==> config.mk <==
export PLATFORM = sky130hd
export DESIGN_NAME = evc_core
export DESIGN_NICKNAME = d
export VERILOG_FILES = /design/src/evc_pkg.sv /design/src/evc_class_lut.sv /design/src/evc_core.sv
export SDC_FILE = /design/constraint.sdc
export NUM_CORES = 1
export LEC_CHECK = 0
export CAP_MARGIN = 25
export CORE_MARGIN = 4
export CORE_UTILIZATION = 55
export CTS_CLUSTER_DIAMETER = 150
export CTS_CLUSTER_SIZE = 28
export DETAILED_ROUTE_END_ITERATION = 7
export DONT_BUFFER_PORTS = 1
export PLACE_DENSITY = 0.82
export SLEW_MARGIN = 25
export SYNTH_ARGS = -nofsm -noshare
export SYNTH_HDL_FRONTEND = slang
export SYNTH_SLANG_ARGS = --single-unit
==> constraint.sdc <==
create_clock -name clk -period 2.7 [get_ports clk]
set_input_delay 0.54 -clock clk [delete_from_list [all_inputs] [get_ports clk]]
set_output_delay 0.54 -clock clk [all_outputs]
set_load 0.02 [all_outputs]
==> src/evc_pkg.sv <==
// Package with vector numbers, control bit positions and classification types.
package evc_pkg;

  // Width of a vector number and the size of the vector space.
  localparam int EVC_VEC_W = 8;
  localparam int EVC_VEC_COUNT = 256;
  localparam logic [7:0] EVC_VEC_PREDEF_LAST = 8'h1F;

  // Fixed vector numbers of the predefined sources.
  localparam logic [7:0] EVC_VEC_DIVIDE = 8'h00;
  localparam logic [7:0] EVC_VEC_DEBUG = 8'h01;
  localparam logic [7:0] EVC_VEC_NMI = 8'h02;
  localparam logic [7:0] EVC_VEC_BREAK = 8'h03;
  localparam logic [7:0] EVC_VEC_OVERFLOW = 8'h04;
  localparam logic [7:0] EVC_VEC_BOUND = 8'h05;
  localparam logic [7:0] EVC_VEC_INVOP = 8'h06;
  localparam logic [7:0] EVC_VEC_DEVNA = 8'h07;
  localparam logic [7:0] EVC_VEC_DOUBLE = 8'h08;
  localparam logic [7:0] EVC_VEC_RSV9 = 8'h09;
  localparam logic [7:0] EVC_VEC_TASKST = 8'h0A;
  localparam logic [7:0] EVC_VEC_SEGABS = 8'h0B;
  localparam logic [7:0] EVC_VEC_STACK = 8'h0C;
  localparam logic [7:0] EVC_VEC_GPROT = 8'h0D;
  localparam logic [7:0] EVC_VEC_PAGE = 8'h0E;
  localparam logic [7:0] EVC_VEC_RSV15 = 8'h0F;
  localparam logic [7:0] EVC_VEC_FPPEND = 8'h10;
  localparam logic [7:0] EVC_VEC_ALIGN = 8'h11;
  localparam logic [7:0] EVC_VEC_MCHECK = 8'h12;
  localparam logic [7:0] EVC_VEC_SIMDFP = 8'h13;
  localparam logic [7:0] EVC_VEC_RSV_LO = 8'h14;
  localparam logic [7:0] EVC_VEC_RSV_HI = 8'h1D;
  localparam logic [7:0] EVC_VEC_SECURE = 8'h1E;
  localparam logic [7:0] EVC_VEC_RSV31 = 8'h1F;

  // Bit positions in control register zero and control register four.
  localparam int EVC_CR0_EM = 2;
  localparam int EVC_CR0_TS = 3;
  localparam int EVC_CR0_AM = 18;
  localparam int EVC_CR0_PG = 31;
  localparam int EVC_CR4_MCE = 6;
  localparam logic [31:0] EVC_CR0_RESET = 32'h0000_0000;
  localparam logic [31:0] EVC_CR4_RESET = 32'h0000_0000;

  // Floating-point condition flags and media mask field layout.
  localparam int EVC_FP_FLAGS_W = 6;
  localparam int EVC_MEDIA_MASK_LSB = 7;
  localparam int EVC_MEDIA_CSR_W = 16;

  // Exception type, precision and class as carried with each vector.
  typedef enum logic [1:0] {EVC_KIND_NONE, EVC_KIND_FAULT, EVC_KIND_TRAP, EVC_KIND_ABORT}
    evc_kind_type;
  typedef enum logic [1:0] {EVC_PREC_NA, EVC_PREC_YES, EVC_PREC_NO} evc_prec_type;
  typedef enum logic [1:0] {EVC_CLS_NONE, EVC_CLS_BENIGN, EVC_CLS_CONTRIB} evc_class_type;

  // Origin of the delivered event.
  typedef enum logic [1:0] {EVC_SRC_EXC, EVC_SRC_SOFT, EVC_SRC_NMI, EVC_SRC_EXT} evc_src_type;

endpackage : evc_pkg

==> src/evc_class_lut.sv <==
// Fixed lookup from a vector number to its type, precision and class.
`timescale 1ns/1ps
`default_nettype none
module evc_class_lut (
  // Vector to classify.
  input wire logic [7:0] vector,
  // Classification of that vector.
  output var evc_pkg::evc_kind_type kind,
  output var evc_pkg::evc_prec_type prec,
  output var evc_pkg::evc_class_type cls,
  output logic reserved
);
  import evc_pkg::*;

  // Table of the predefined vectors; vectors above the predefined range are unclassified.
  always_comb begin
    kind = EVC_KIND_NONE;
    prec = EVC_PREC_NA;
    cls = EVC_CLS_NONE;
    reserved = 1'b0;
    if (vector == EVC_VEC_DIVIDE) begin
      kind = EVC_KIND_FAULT; // RULE_09
      prec = EVC_PREC_YES;
      cls = EVC_CLS_CONTRIB;
    end else if (vector == EVC_VEC_DEBUG) begin
      kind = EVC_KIND_FAULT; // RULE_10
      prec = EVC_PREC_YES;
    end else if (vector == EVC_VEC_NMI) begin
      kind = EVC_KIND_NONE; // RULE_19
    end else if (vector == EVC_VEC_BREAK || vector == EVC_VEC_OVERFLOW) begin
      kind = EVC_KIND_TRAP; // RULE_19
      prec = EVC_PREC_YES;
      cls = EVC_CLS_BENIGN;
    end else if (vector >= EVC_VEC_BOUND && vector <= EVC_VEC_DEVNA) begin
      kind = EVC_KIND_FAULT; // RULE_19
      prec = EVC_PREC_YES;
      cls = EVC_CLS_BENIGN;
    end else if (vector == EVC_VEC_DOUBLE) begin
      kind = EVC_KIND_ABORT; // RULE_11
      prec = EVC_PREC_NO;
    end else if (vector >= EVC_VEC_TASKST && vector <= EVC_VEC_GPROT) begin
      kind = EVC_KIND_FAULT; // RULE_12 RULE_13 RULE_14
      prec = EVC_PREC_YES;
      cls = EVC_CLS_CONTRIB;
    end else if (vector == EVC_VEC_PAGE) begin
      kind = EVC_KIND_FAULT; // RULE_15
      prec = EVC_PREC_YES;
      cls = EVC_CLS_CONTRIB;
    end else if (vector == EVC_VEC_FPPEND) begin
      kind = EVC_KIND_FAULT; // RULE_19
      prec = EVC_PREC_NO;
    end else if (vector == EVC_VEC_ALIGN) begin
      kind = EVC_KIND_FAULT; // RULE_19
      prec = EVC_PREC_YES;
      cls = EVC_CLS_BENIGN;
    end else if (vector == EVC_VEC_MCHECK) begin
      kind = EVC_KIND_ABORT; // RULE_19
      prec = EVC_PREC_NO;
    end else if (vector == EVC_VEC_SIMDFP) begin
      kind = EVC_KIND_FAULT; // RULE_16
      prec = EVC_PREC_YES;
    end else if (vector == EVC_VEC_SECURE) begin
      prec = EVC_PREC_YES; // RULE_17
      cls = EVC_CLS_CONTRIB;
    end else if (vector <= EVC_VEC_PREDEF_LAST) begin
      reserved = 1'b1; // RULE_07
    end
  end

endmodule : evc_class_lut
`default_nettype wire

==> src/evc_core.sv <==
// Exception and interrupt front end: vector selection, masking and classification.
`timescale 1ns/1ps
`default_nettype none
// What this block does
// RULE_01: Legacy FP conditions masked by control word; unmasked ones raise vector 16.
// RULE_02: Unmasked media FP conditions raise vector 19; masks sit in media control register.
// RULE_03: Masked media FP conditions skip delivery and get default handling.
// RULE_04: Disabled exceptions are never recognized; masked ones are recognized, not delivered.
// RULE_05: Privilege level zero may disable alignment, device-unavailable, machine-check.
// RULE_06: Up to 256 vectors, each indexing one handler.
// RULE_07: Vectors 0 to 31 predefined; 9, 15, 20 to 29, 31 reserved.
// RULE_08: Software interrupts may use any vector 0 to 255.
// RULE_09: Divide error is vector 0, a fault.
// RULE_10: Debug is vector 1, fault or trap by cause.
// RULE_11: Exception during handling raises vector 8, an imprecise abort.
// RULE_12: Invalid task-state is vector 10.
// RULE_13: Stack exception is vector 12, precise contributory fault.
// RULE_14: General protection is vector 13, precise fault.
// RULE_15: Page fault, vector 14, only while paging is enabled.
// RULE_16: SIMD floating-point is vector 19, precise fault.
// RULE_17: Security exception is vector 30, precise contributory.
// RULE_18: Maskable external interrupts use any vector, benign, no type or precision.
// RULE_19: Fixed assignments for vectors 2 to 7 and 16 to 18.
// RULE_20: External interrupts delivered only while enable flag set, else held pending.
// RULE_21: Accepted NMI blocks further NMIs until interrupt return; enable flag ignored.
module evc_core #(
  parameter int FP_FLAGS_W = evc_pkg::EVC_FP_FLAGS_W
) (
  // Clock and reset.
  input wire logic clk,
  input wire logic rst_n,
  // Control register writes from system software.
  input wire logic cr_wr_zero,
  input wire logic cr_wr_four,
  input wire logic [31:0] cr_wdata,
  input wire logic [1:0] current_privilege_level,
  // Synchronous exception requests from execution, one-cycle pulses.
  input wire logic divide_error_exc,
  input wire logic debug_exc,
  input wire logic debug_is_trap,
  input wire logic breakpoint_exc,
  input wire logic overflow_exc,
  input wire logic bound_range_exc,
  input wire logic invalid_opcode_exc,
  input wire logic device_unavailable_exc,
  input wire logic invalid_task_state_exc,
  input wire logic segment_absent_exc,
  input wire logic stack_exc,
  input wire logic general_protection_exc,
  input wire logic page_fault_exc,
  input wire logic alignment_check_exc,
  input wire logic machine_check_exc,
  input wire logic security_exc,
  // Floating-point condition reports and their masks.
  input wire logic fp_exc_valid,
  input wire logic [FP_FLAGS_W-1:0] fp_status_word,
  input wire logic [FP_FLAGS_W-1:0] fp_control_word,
  input wire logic media_exc_valid,
  input wire logic [FP_FLAGS_W-1:0] media_exc_flags,
  input wire logic [15:0] media_ctrl_status_reg,
  // Software interrupt instruction.
  input wire logic soft_int_req,
  input wire logic [7:0] soft_int_vector,
  // External interrupt inputs and flow control.
  input wire logic maskable_external_irq,
  input wire logic [7:0] ext_irq_vector,
  input wire logic interrupt_enable_flag,
  input wire logic nmi_req,
  input wire logic interrupt_return_instr,
  input wire logic handler_entered,
  // Delivery to the vector table walker.
  output logic deliver_valid,
  output logic [7:0] deliver_vector,
  output var evc_pkg::evc_kind_type deliver_kind,
  output var evc_pkg::evc_prec_type deliver_prec,
  output var evc_pkg::evc_class_type deliver_class,
  output var evc_pkg::evc_src_type deliver_src,
  output logic deliver_reserved,
  // Status toward the core and the interrupt controller.
  output logic ext_irq_ack,
  output logic exc_recognized,
  output logic fp_default_handled,
  output logic media_default_handled,
  output logic nmi_blocked,
  output logic handling_busy,
  output logic [31:0] control_reg_zero,
  output logic [31:0] control_reg_four
);
  import evc_pkg::*;

  logic [31:0] cr0_q, cr4_q;
  logic nmi_pend_q, nmi_block_q, handling_q;
  logic fp_unmasked, fp_masked, media_unmasked, media_masked;
  logic ac_en, nm_en, mc_en, pg_en;
  logic [FP_FLAGS_W-1:0] media_mask;
  logic sel_hit, exc_any, lut_rsv;
  logic [7:0] sel_vec;
  evc_src_type sel_src;
  evc_kind_type lut_kind;
  evc_prec_type lut_prec;
  evc_class_type lut_cls;

  // Control registers change only from the most privileged level.
  always_ff @(posedge clk or negedge rst_n) begin
    if (!rst_n) begin
      cr0_q <= EVC_CR0_RESET;
      cr4_q <= EVC_CR4_RESET;
    end else if (current_privilege_level == 2'h0) begin
      if (cr_wr_zero) begin
        cr0_q <= cr_wdata; // RULE_05
      end
      if (cr_wr_four) begin
        cr4_q <= cr_wdata; // RULE_05
      end
    end
  end

  // Enables derived from the control registers.
  assign ac_en = cr0_q[EVC_CR0_AM]; // RULE_05
  assign nm_en = cr0_q[EVC_CR0_TS] | cr0_q[EVC_CR0_EM]; // RULE_05
  assign mc_en = cr4_q[EVC_CR4_MCE]; // RULE_05
  assign pg_en = cr0_q[EVC_CR0_PG]; // RULE_15

  // Masking of floating-point conditions, legacy and media.
  assign media_mask = media_ctrl_status_reg[EVC_MEDIA_MASK_LSB +: FP_FLAGS_W];
  assign fp_unmasked = fp_exc_valid && |(fp_status_word & ~fp_control_word); // RULE_01
  assign fp_masked = fp_exc_valid && |fp_status_word && !fp_unmasked; // RULE_04
  assign media_unmasked = media_exc_valid && |(media_exc_flags & ~media_mask); // RULE_02
  assign media_masked = media_exc_valid && |media_exc_flags && !media_unmasked; // RULE_03

  // Any recognized synchronous exception this cycle; disabled ones and masked FP conditions are left out.
  assign exc_any = divide_error_exc | debug_exc | breakpoint_exc | overflow_exc |
                   bound_range_exc | invalid_opcode_exc | (device_unavailable_exc & nm_en) |
                   invalid_task_state_exc | segment_absent_exc | stack_exc |
                   general_protection_exc | (page_fault_exc & pg_en) |
                   (alignment_check_exc & ac_en) | (machine_check_exc & mc_en) |
                   security_exc | fp_unmasked | media_unmasked; // RULE_04

  // Priority selection: machine check, exceptions by vector, software, NMI, external.
  always_comb begin
    sel_hit = 1'b1;
    sel_vec = EVC_VEC_DIVIDE;
    sel_src = EVC_SRC_EXC;
    if (machine_check_exc && mc_en) begin
      sel_vec = EVC_VEC_MCHECK; // RULE_19
    end else if (divide_error_exc) begin
      sel_vec = EVC_VEC_DIVIDE; // RULE_09
    end else if (debug_exc) begin
      sel_vec = EVC_VEC_DEBUG; // RULE_10
    end else if (breakpoint_exc) begin
      sel_vec = EVC_VEC_BREAK; // RULE_19
    end else if (overflow_exc) begin
      sel_vec = EVC_VEC_OVERFLOW; // RULE_19
    end else if (bound_range_exc) begin
      sel_vec = EVC_VEC_BOUND; // RULE_19
    end else if (invalid_opcode_exc) begin
      sel_vec = EVC_VEC_INVOP; // RULE_19
    end else if (device_unavailable_exc && nm_en) begin
      sel_vec = EVC_VEC_DEVNA; // RULE_19
    end else if (invalid_task_state_exc) begin
      sel_vec = EVC_VEC_TASKST; // RULE_12
    end else if (segment_absent_exc) begin
      sel_vec = EVC_VEC_SEGABS;
    end else if (stack_exc) begin
      sel_vec = EVC_VEC_STACK; // RULE_13
    end else if (general_protection_exc) begin
      sel_vec = EVC_VEC_GPROT; // RULE_14
    end else if (page_fault_exc && pg_en) begin
      sel_vec = EVC_VEC_PAGE; // RULE_15
    end else if (fp_unmasked) begin
      sel_vec = EVC_VEC_FPPEND; // RULE_01
    end else if (alignment_check_exc && ac_en) begin
      sel_vec = EVC_VEC_ALIGN; // RULE_19
    end else if (media_unmasked) begin
      sel_vec = EVC_VEC_SIMDFP; // RULE_02
    end else if (security_exc) begin
      sel_vec = EVC_VEC_SECURE; // RULE_17
    end else if (soft_int_req) begin
      sel_vec = soft_int_vector; // RULE_08
      sel_src = EVC_SRC_SOFT;
    end else if (nmi_pend_q && !nmi_block_q) begin
      sel_vec = EVC_VEC_NMI; // RULE_21
      sel_src = EVC_SRC_NMI;
    end else if (maskable_external_irq && interrupt_enable_flag) begin
      sel_vec = ext_irq_vector; // RULE_20
      sel_src = EVC_SRC_EXT;
    end else begin
      sel_hit = 1'b0;
    end
    // An exception arriving while a previous one is still being handled escalates.
    if (exc_any && handling_q) begin
      sel_vec = EVC_VEC_DOUBLE; // RULE_11
    end
  end

  // Classification of the selected vector.
  evc_class_lut u_lut (
    .vector(sel_vec),
    .kind(lut_kind),
    .prec(lut_prec),
    .cls(lut_cls),
    .reserved(lut_rsv)
  );

  // Registered delivery record; the vector indexes the 256-entry table.
  always_ff @(posedge clk or negedge rst_n) begin
    if (!rst_n) begin
      deliver_valid <= 1'b0;
      deliver_vector <= 8'h00;
      deliver_kind <= EVC_KIND_NONE;
      deliver_prec <= EVC_PREC_NA;
      deliver_class <= EVC_CLS_NONE;
      deliver_src <= EVC_SRC_EXC;
      deliver_reserved <= 1'b0;
    end else begin
      deliver_valid <= sel_hit; // RULE_06
      deliver_vector <= sel_vec;
      deliver_src <= sel_src;
      if (sel_src == EVC_SRC_EXC) begin
        deliver_kind <= lut_kind;
        deliver_prec <= lut_prec;
        deliver_class <= lut_cls;
        deliver_reserved <= 1'b0;
        if (sel_vec == EVC_VEC_DEBUG && debug_is_trap) begin
          deliver_kind <= EVC_KIND_TRAP; // RULE_10
        end
      end else if (sel_src == EVC_SRC_NMI) begin
        deliver_kind <= lut_kind;
        deliver_prec <= lut_prec;
        deliver_class <= lut_cls;
        deliver_reserved <= 1'b0;
      end else begin
        deliver_kind <= EVC_KIND_NONE; // RULE_18
        deliver_prec <= EVC_PREC_NA;
        deliver_class <= EVC_CLS_BENIGN;
        deliver_reserved <= lut_rsv; // RULE_07
      end
    end
  end

  // Side pulses: recognition, default handling of masked FP, external acknowledge.
  always_ff @(posedge clk or negedge rst_n) begin
    if (!rst_n) begin
      exc_recognized <= 1'b0;
      fp_default_handled <= 1'b0;
      media_default_handled <= 1'b0;
      ext_irq_ack <= 1'b0;
    end else begin
      exc_recognized <= exc_any | fp_masked | media_masked; // RULE_04
      fp_default_handled <= fp_masked; // RULE_01
      media_default_handled <= media_masked; // RULE_03
      ext_irq_ack <= sel_hit && sel_src == EVC_SRC_EXT; // RULE_20
    end
  end

  // NMI pending latch; a new request wins over the clear of delivery.
  always_ff @(posedge clk or negedge rst_n) begin
    if (!rst_n) begin
      nmi_pend_q <= 1'b0;
    end else if (nmi_req) begin
      nmi_pend_q <= 1'b1;
    end else if (sel_hit && sel_src == EVC_SRC_NMI) begin
      nmi_pend_q <= 1'b0;
    end
  end
  // NMI blocking from acceptance until interrupt return; acceptance wins a tie.
  always_ff @(posedge clk or negedge rst_n) begin
    if (!rst_n) begin
      nmi_block_q <= 1'b0;
    end else if (sel_hit && sel_src == EVC_SRC_NMI) begin
      nmi_block_q <= 1'b1; // RULE_21
    end else if (interrupt_return_instr) begin
      nmi_block_q <= 1'b0; // RULE_21
    end
  end
  // Handling window of an exception, closed when the handler has been entered.
  always_ff @(posedge clk or negedge rst_n) begin
    if (!rst_n) begin
      handling_q <= 1'b0;
    end else if (sel_hit && sel_src == EVC_SRC_EXC) begin
      handling_q <= 1'b1; // RULE_11
    end else if (handler_entered) begin
      handling_q <= 1'b0;
    end
  end
  assign nmi_blocked = nmi_block_q;
  assign handling_busy = handling_q;
  assign control_reg_zero = cr0_q;
  assign control_reg_four = cr4_q;
endmodule : evc_core
`default_nettype wire

* After elaboration in Yosys (flattened, before gate mapping)
Index checks and enable logic that the tools add are counted.
** Word-level totals
- Register bits after elaboration :: 89
- Input port bits :: 112
- Output and inout port bits :: 88
- Word-level logic and storage cells :: 224
** Cells by class
- $lt $le $gt $ge :: 5
- Equal/unequal tests :: 13
- Multiplexer cells :: 128
- Bitwise logic cells :: 27
- Reductions and logical operators :: 35
** Operators by type and width (count)
- $mux W8 :: 21
- $mux W2 :: 63
- $mux W1 :: 44
- $eq A8 B5 Y1 const B :: 5
- $reduce_or A6 Y1 :: 4
- $logic_and A1 B1 Y1 :: 19
- $or A1 B1 Y1 :: 19
- $eq A8 B2 Y1 const B :: 2
- $eq A8 B4 Y1 const B :: 2
- $and A6 B6 Y6 :: 2
- $not A6 Y6 :: 2
- $eq A8 B1 Y1 const B :: 1
- $eq A8 B3 Y1 const B :: 1
- $ge A8 B3 Y1 const B :: 1
- $ge A8 B4 Y1 const B :: 1
- $le A8 B3 Y1 const B :: 1
- $le A8 B4 Y1 const B :: 1
- $le A8 B5 Y1 const B :: 1
- $logic_not A8 Y1 :: 1
- $reduce_bool A2 Y1 :: 3
- $and A1 B1 Y1 :: 4
- $eq A2 B2 Y1 const B :: 2
- $logic_not A2 Y1 :: 2
- $reduce_and A2 Y1 :: 2
- 2 further kinds :: 4

* Depth between registers and ports, before layout
- Depth after elaboration :: 39
- Depth in mapped cells :: 11
- Gate-level depth less buffers :: 9

* Modules after synthesis
Synthesis repeated with hierarchy kept, for this count alone.
** Unflattened totals
- Cell total of the unflattened synthesis :: 338
- Area total of the unflattened synthesis :: 4087.7 um^2
** By module, submodules not included
- evc_core :: times used 1, cells each 289, area each 3763.6 um^2, seq. area each 2227.1 um^2
- evc_class_lut :: times used 1, cells each 49, area each 324.1 um^2, seq. area each 0.0 um^2

* Worst setup path before layout
No wires, ideal clock.
- Kind :: input port to flip-flop
- From :: input port media_exc_flags[2]
- To :: register deliver_prec[1]
- Setup time :: 65 ps
- Arrival time :: 2251 ps
- Data required time :: 2635 ps
- Path slack :: 385 ps
- Cell stages on the path :: 8
- Path buffers :: 0
- Cells stage by stage :: inv_1 -> o22ai_1 -> o31a_1 -> o311a_4 -> o41ai_2 -> nand4_1 -> o21ai_2 -> o211a_1
** On the way
- Cells in the longest elaborated chain, start to end :: 34
- Elaborated cells on any way between the ends :: 70
- Classes of those cells :: order compare: 4; eq/ne: 10; mux: 46; bitwise: 2; reduce/logical: 8
** RTL lines
- start, declared :: line evc_core.sv:59 : input wire logic [FP_FLAGS_W-1:0] media_exc_flags,
- $and A6 B6 Y6 (*) :: line evc_core.sv:128 : assign media_unmasked = media_exc_valid && |(media_exc_flags & ~media_mask);
- $reduce_or A6 Y1 (*) :: line evc_core.sv:128
- $logic_and A1 B1 Y1 (*) :: line evc_core.sv:128
- $mux W8 :: line evc_core.sv:174 : end else if (media_unmasked) begin
- $mux W8 :: line evc_core.sv:172 : end else if (alignment_check_exc && ac_en) begin
- $mux W8 :: line evc_core.sv:170 : end else if (fp_unmasked) begin
- $mux W8 :: line evc_core.sv:168 : end else if (page_fault_exc && pg_en) begin
- $mux W8 :: line evc_core.sv:166 : end else if (general_protection_exc) begin
- (+18 left out)
- $mux W2 :: line evc_class_lut.sv:38 : end else if (vector == EVC_VEC_DOUBLE) begin
- $mux W2 :: line evc_class_lut.sv:34 : end else if (vector >= EVC_VEC_BOUND && vector <= EVC_VEC_DEVNA) begin
- $mux W2 :: line evc_class_lut.sv:30 : end else if (vector == EVC_VEC_BREAK || vector == EVC_VEC_OVERFLOW) begin
- $mux W2 :: line evc_class_lut.sv:28 : end else if (vector == EVC_VEC_NMI) begin
- $mux W2 :: line evc_class_lut.sv:25 : end else if (vector == EVC_VEC_DEBUG) begin
- $mux W2 :: line evc_class_lut.sv:21 : if (vector == EVC_VEC_DIVIDE) begin
- $mux W2 :: line evc_core.sv:227 : end else if (sel_src == EVC_SRC_NMI) begin
- $mux W2 (*) :: line evc_core.sv:219 : if (sel_src == EVC_SRC_EXC) begin
- end signal, assigned :: line evc_core.sv:221 : deliver_prec <= lut_prec;
- end signal, assigned :: line evc_core.sv:229 : deliver_prec <= lut_prec;
- end, declared :: line evc_core.sv:75 : output var evc_pkg::evc_prec_type deliver_prec,
Every way passes the cells marked *; elsewhere a longest branch is shown, timed or not.
A chain may end at the register's enable or synchronous reset.

* Worst setup path in the final report
- From :: register cr0_q[3], in the netlist control_reg_zero[3]
- To :: register deliver_prec[0]
** On the way
- Cells in the longest elaborated chain, start to end :: 31
- Elaborated cells on any way between the ends :: 68
- Classes of those cells :: order compare: 4; eq/ne: 12; mux: 32; bitwise: 13; reduce/logical: 7
** RTL lines
- start, declared :: line evc_core.sv:91 : logic [31:0] cr0_q, cr4_q;
- start signal, assigned :: line evc_core.sv:110 : cr0_q <= cr_wdata;
- $or A1 B1 Y1 (*) :: line evc_core.sv:120 : assign nm_en = cr0_q[EVC_CR0_TS] | cr0_q[EVC_CR0_EM];
- $and A1 B1 Y1 :: line evc_core.sv:133 : bound_range_exc | invalid_opcode_exc | (device_unavailable_exc & nm_en) |
- $or A1 B1 Y1 (2 in a row) :: line evc_core.sv:133
- $or A1 B1 Y1 (3 in a row) :: line evc_core.sv:134 : invalid_task_state_exc | segment_absent_exc | stack_exc |
- $or A1 B1 Y1 (2 in a row) :: line evc_core.sv:135 : general_protection_exc | (page_fault_exc & pg_en) |
- $or A1 B1 Y1 (2 in a row) :: line evc_core.sv:136 : (alignment_check_exc & ac_en) | (machine_check_exc & mc_en) |
- $or A1 B1 Y1 (2 in a row) :: line evc_core.sv:137 : security_exc | fp_unmasked | media_unmasked;
- $logic_and A1 B1 Y1 :: line evc_core.sv:191 : if (exc_any && handling_q) begin
- (+9 left out)
- $mux W2 :: line evc_class_lut.sv:38
- $mux W2 :: line evc_class_lut.sv:34
- $mux W2 :: line evc_class_lut.sv:30
- $mux W2 :: line evc_class_lut.sv:28
- $mux W2 :: line evc_class_lut.sv:25
- $mux W2 :: line evc_class_lut.sv:21
- $mux W2 :: line evc_core.sv:227
- $mux W2 (*) :: line evc_core.sv:219
Marked as above.

==> flow_metrics.tcl <==
set metrics [dict create \
    status "completed" \
    portBuffers 0 \
    antenna_found_initial 0 \
    cts_buffers 9 \
    drt-total-wl_um 10300 \
    coreArea_um2 7410 \
    irDropWorstVdd_mv 0.373 \
    cts_buffer_depth 2 \
    maxCapViolCount 0 \
    fin_crit_sh_pct 93.2 \
    slew_violations 0 \
    routabilityCongestion 0.804 \
    multi_input_area_um2 1920 \
    setup_tns_ns 0 \
    grt_pass1_vias 3196 \
    crit_fanout 7 \
    grt_use_total_pct 23.0 \
    vias 2956 \
    fmax_ghz 0.397 \
    boundaryPins 200 \
    setup_viol 0 \
    cts_tree "done" \
    avgSynthCellArea_um2 12.3 \
    cpLargestDelayFamily "compound AO/OA/AOI/OAI gates" \
    via_per_inst 6.40 \
    synth_area_um2 4270 \
    syn_inst 348 \
    yosysUniqueCellTypes 73 \
    skew_ns 0.00636 \
    clk_latency_ns 0.35 \
    dp_hpwl_um 8040 \
    seq_area_um2 2230 \
    n_antenna_cell 0 \
    path_clk_slew_ns 0.09 \
    critPathRequiredTime_ns 2.91 \
    die_w_um 96.1 \
    initial_core_util_pct 57.6 \
    ant_nets 0 \
    cp.arrival_ns 2.73 \
    finalHoldViolations 0 \
    ys_seq_area_share_pct 52.2 \
    yosys_register_bits 89 \
    drc_errors 0 \
    worst_setup_path_start_kind "register" \
    hp-class "primary input to asynchronous set/reset pin" \
    fillers 603 \
    drt-pass1-iter-count 4 \
    slew-limit-headroom_pct 67.8 \
    grt_overflow 0 \
    r2r_setup_slack_ns 0.18 \
    worstReg2RegStart "control_reg_zero[3]" \
    grt_max_degree 90 \
    syn_nets 460 \
    post_drt_wl_per_cell_um 22.2 \
    cts-root-buf "clkbuf_8" \
    fin_hold_ws_ns 0.0974 \
    tightestPinTransition_ns 0.479 \
    grt_pass1_wl_um 16100 \
    synthToLayoutAreaGrowth_pct 8.38 \
    drt_iter0_drc 87 \
    dieArea_um2 9230 \
    drive_above_1_share_pct 33.9 \
    critPathBufInv 0 \
    synth-edff-count 0 \
    timing.rr.end "deliver_prec[0]" \
    rsz0062_at_grt "false" \
    ff2ff_path_depth 8 \
    fin_crit_ns 2.52 \
    cp-end-kind "register" \
    ys.flop_type "dfrtp_1" \
    rows 31 \
    htreeDepth 3 \
    max_stage_delay_ns 0.51 \
    p_leak_uw 0.00190 \
    die-height_um 96.1 \
    p_per_area_nw_per_um2 668 \
    yosys_warnings 0 \
    cts_setup_buffers 0 \
    critical_path_class "register to register" \
    final_nets 471 \
    cp_cell_sequence "o21ai_4 > nand4_1 > o32a_1 > nor4_2 > nor3b_4 > o211ai_1 > a21boi_1 > a41oi_1" \
    synthArstFlopShare_pct 100 \
    cts.sinks 89 \
    slowest_stage "dfrtp_1" \
]
-- registers in the layout (all words and copies together) (netlist names), 2 cells and up --
register	flops
deliver_src	2
deliver_prec	2
control_reg_four	32
control_reg_zero	32
deliver_vector	8
deliver_kind	2
deliver_class	2
-- worst max path at each step --
stage | startpoint | end | cells after the start
final | control_reg_zero[3] | deliver_prec[0] | 8
after global routing | control_reg_zero[3] | deliver_kind[0] | 8
after CTS | control_reg_zero[18] | deliver_kind[0] | 9
after detailed placement | media_exc_flags[2] | deliver_kind[0] | 8
after global placement | media_exc_flags[2] | deliver_kind[0] | 8
after floorplan | media_exc_flags[2] | deliver_prec[1] | 8
-- synthesized netlist by cell type, drive strengths merged (3+ instances only) --
master	number	area, um2
mux2	64	721
o22ai	4	45.0
or2	5	33.8
buf	7	53.8
a21oi	9	45.0
nand4	5	37.5
o41ai	3	33.8
a311oi	4	47.6
o31ai	6	58.8
nor2	17	66.3
nand3	8	45.0
nor3b	4	35.0
a31oi	5	31.3
nand2	18	70.1
nor2b	3	26.3
nor3	11	71.3
o21a	3	22.5
clkbuf	6	22.5
inv	17	63.8
nand2b	3	18.8
and3	3	18.8
o211ai	3	22.5
a41oi	3	26.3
o21ai	8	47.5
dfrtp	89	2230
-- repair_timing --
action,CTS,global route
setup endpoints to repair,0,2
gates resized for setup,0,2
hold buffers,1,0
endpoints found under the hold margin,89,0
-- where the power goes --
part / internal [uW] / switching, uW
clock: 340 / 478
combinational: 215 / 183
sequential: 1510 / 362
-- cells in the final DEF, fill, tap and decap left out, types with 3 or more instances in the layout --
| master | synthesis | routed |
|---|---|---|
| nor2_1 | 16 | 16 |
| inv_1 | 12 | 12 |
| nand4_1 | 4 | 4 |
| nand2_1 | 17 | 17 |
| o21ai_0 | 5 | 5 |
| nand2b_1 | 3 | 3 |
| a21oi_1 | 9 | 9 |
| inv_2 | 5 | 5 |
| o31ai_1 | 5 | 5 |
| dfrtp_1 | 89 | 89 |
| mux2_2 | 64 | 64 |
| nor3_1 | 9 | 9 |
| a41oi_1 | 3 | 3 |
| o211ai_1 | 3 | 3 |
| nand3_1 | 7 | 7 |
| a31oi_1 | 5 | 5 |
| buf_4 | 0 | 12 |
| and3_1 | 3 | 3 |
| o21a_1 | 3 | 3 |
| or2_1 | 3 | 3 |
| clkbuf_8 | 0 | 9 |
-- area by class of cell --
| class | instances | share of cell area (%) |
|---|---|---|
| flip-flops and latches | 89 | 48.1 |
| multi-input cells | 228 | 41.5 |
| clock buffers | 10 | 2.76 |
| well taps | 99 | 2.68 |
| repair buffers | 13 | 2.54 |
| inverters | 18 | 1.49 |
| clock inverters | 5 | 0.893 |
-- cell families (layout without fill, tap and decap cells) --
group / after synthesis / count (layout) / share of synthesized area, %
AO/OA/AOI/OAI: 75 / 75 / 15.0
buffers and inverters: 31 / 46 / 3.40
AND/OR/NAND/NOR: 88 / 88 / 12.3
multiplexers: 65 / 65 / 17.1
flip-flops: 89 / 89 / 52.2
-- worst reg2reg max path: stages, from the launching register on --
cell,delay [ns]
dfrtp_1,0.51
o21ai_4,0.25
nand4_1,0.21
o32a_1,0.40
nor4_2,0.30
nor3b_4,0.12
o211ai_1,0.18
a21boi_1,0.27
a41oi_1,0.14
-- through the flow --
step | std cells | setup slack (ns) | util, % | instance area (um2) | total power [uW]
after floorplan | 348 | 0.385 | - | 4270 | 2160
after global placement | 446 | 0.120 | 59.6 | 4420 | 2250
after detailed placement | 446 | 0.0741 | 59.6 | 4420 | 2280
after CTS | 462 | 0.130 | 62.3 | 4610 | 3130
after global routing | 462 | 0.0301 | 62.4 | 4630 | 3250
final | 462 | 0.183 | 62.4 | 4630 | 3090
-- layer usage --
metal / wire, um / GRT usage [%] / part of all wire, % / up-vias
li1: - / - / - / 1319
met1: 3620 / 24.9 / 35 / 1450
met2: 5270 / 40.2 / 51 / 166
met3: 1120 / 8.29 / 11 / 21
met4: 255 / 10.3 / 2.5 / 0
met5: 0 / 0 / 0 / -
Power figures use the tool's default switching activity.
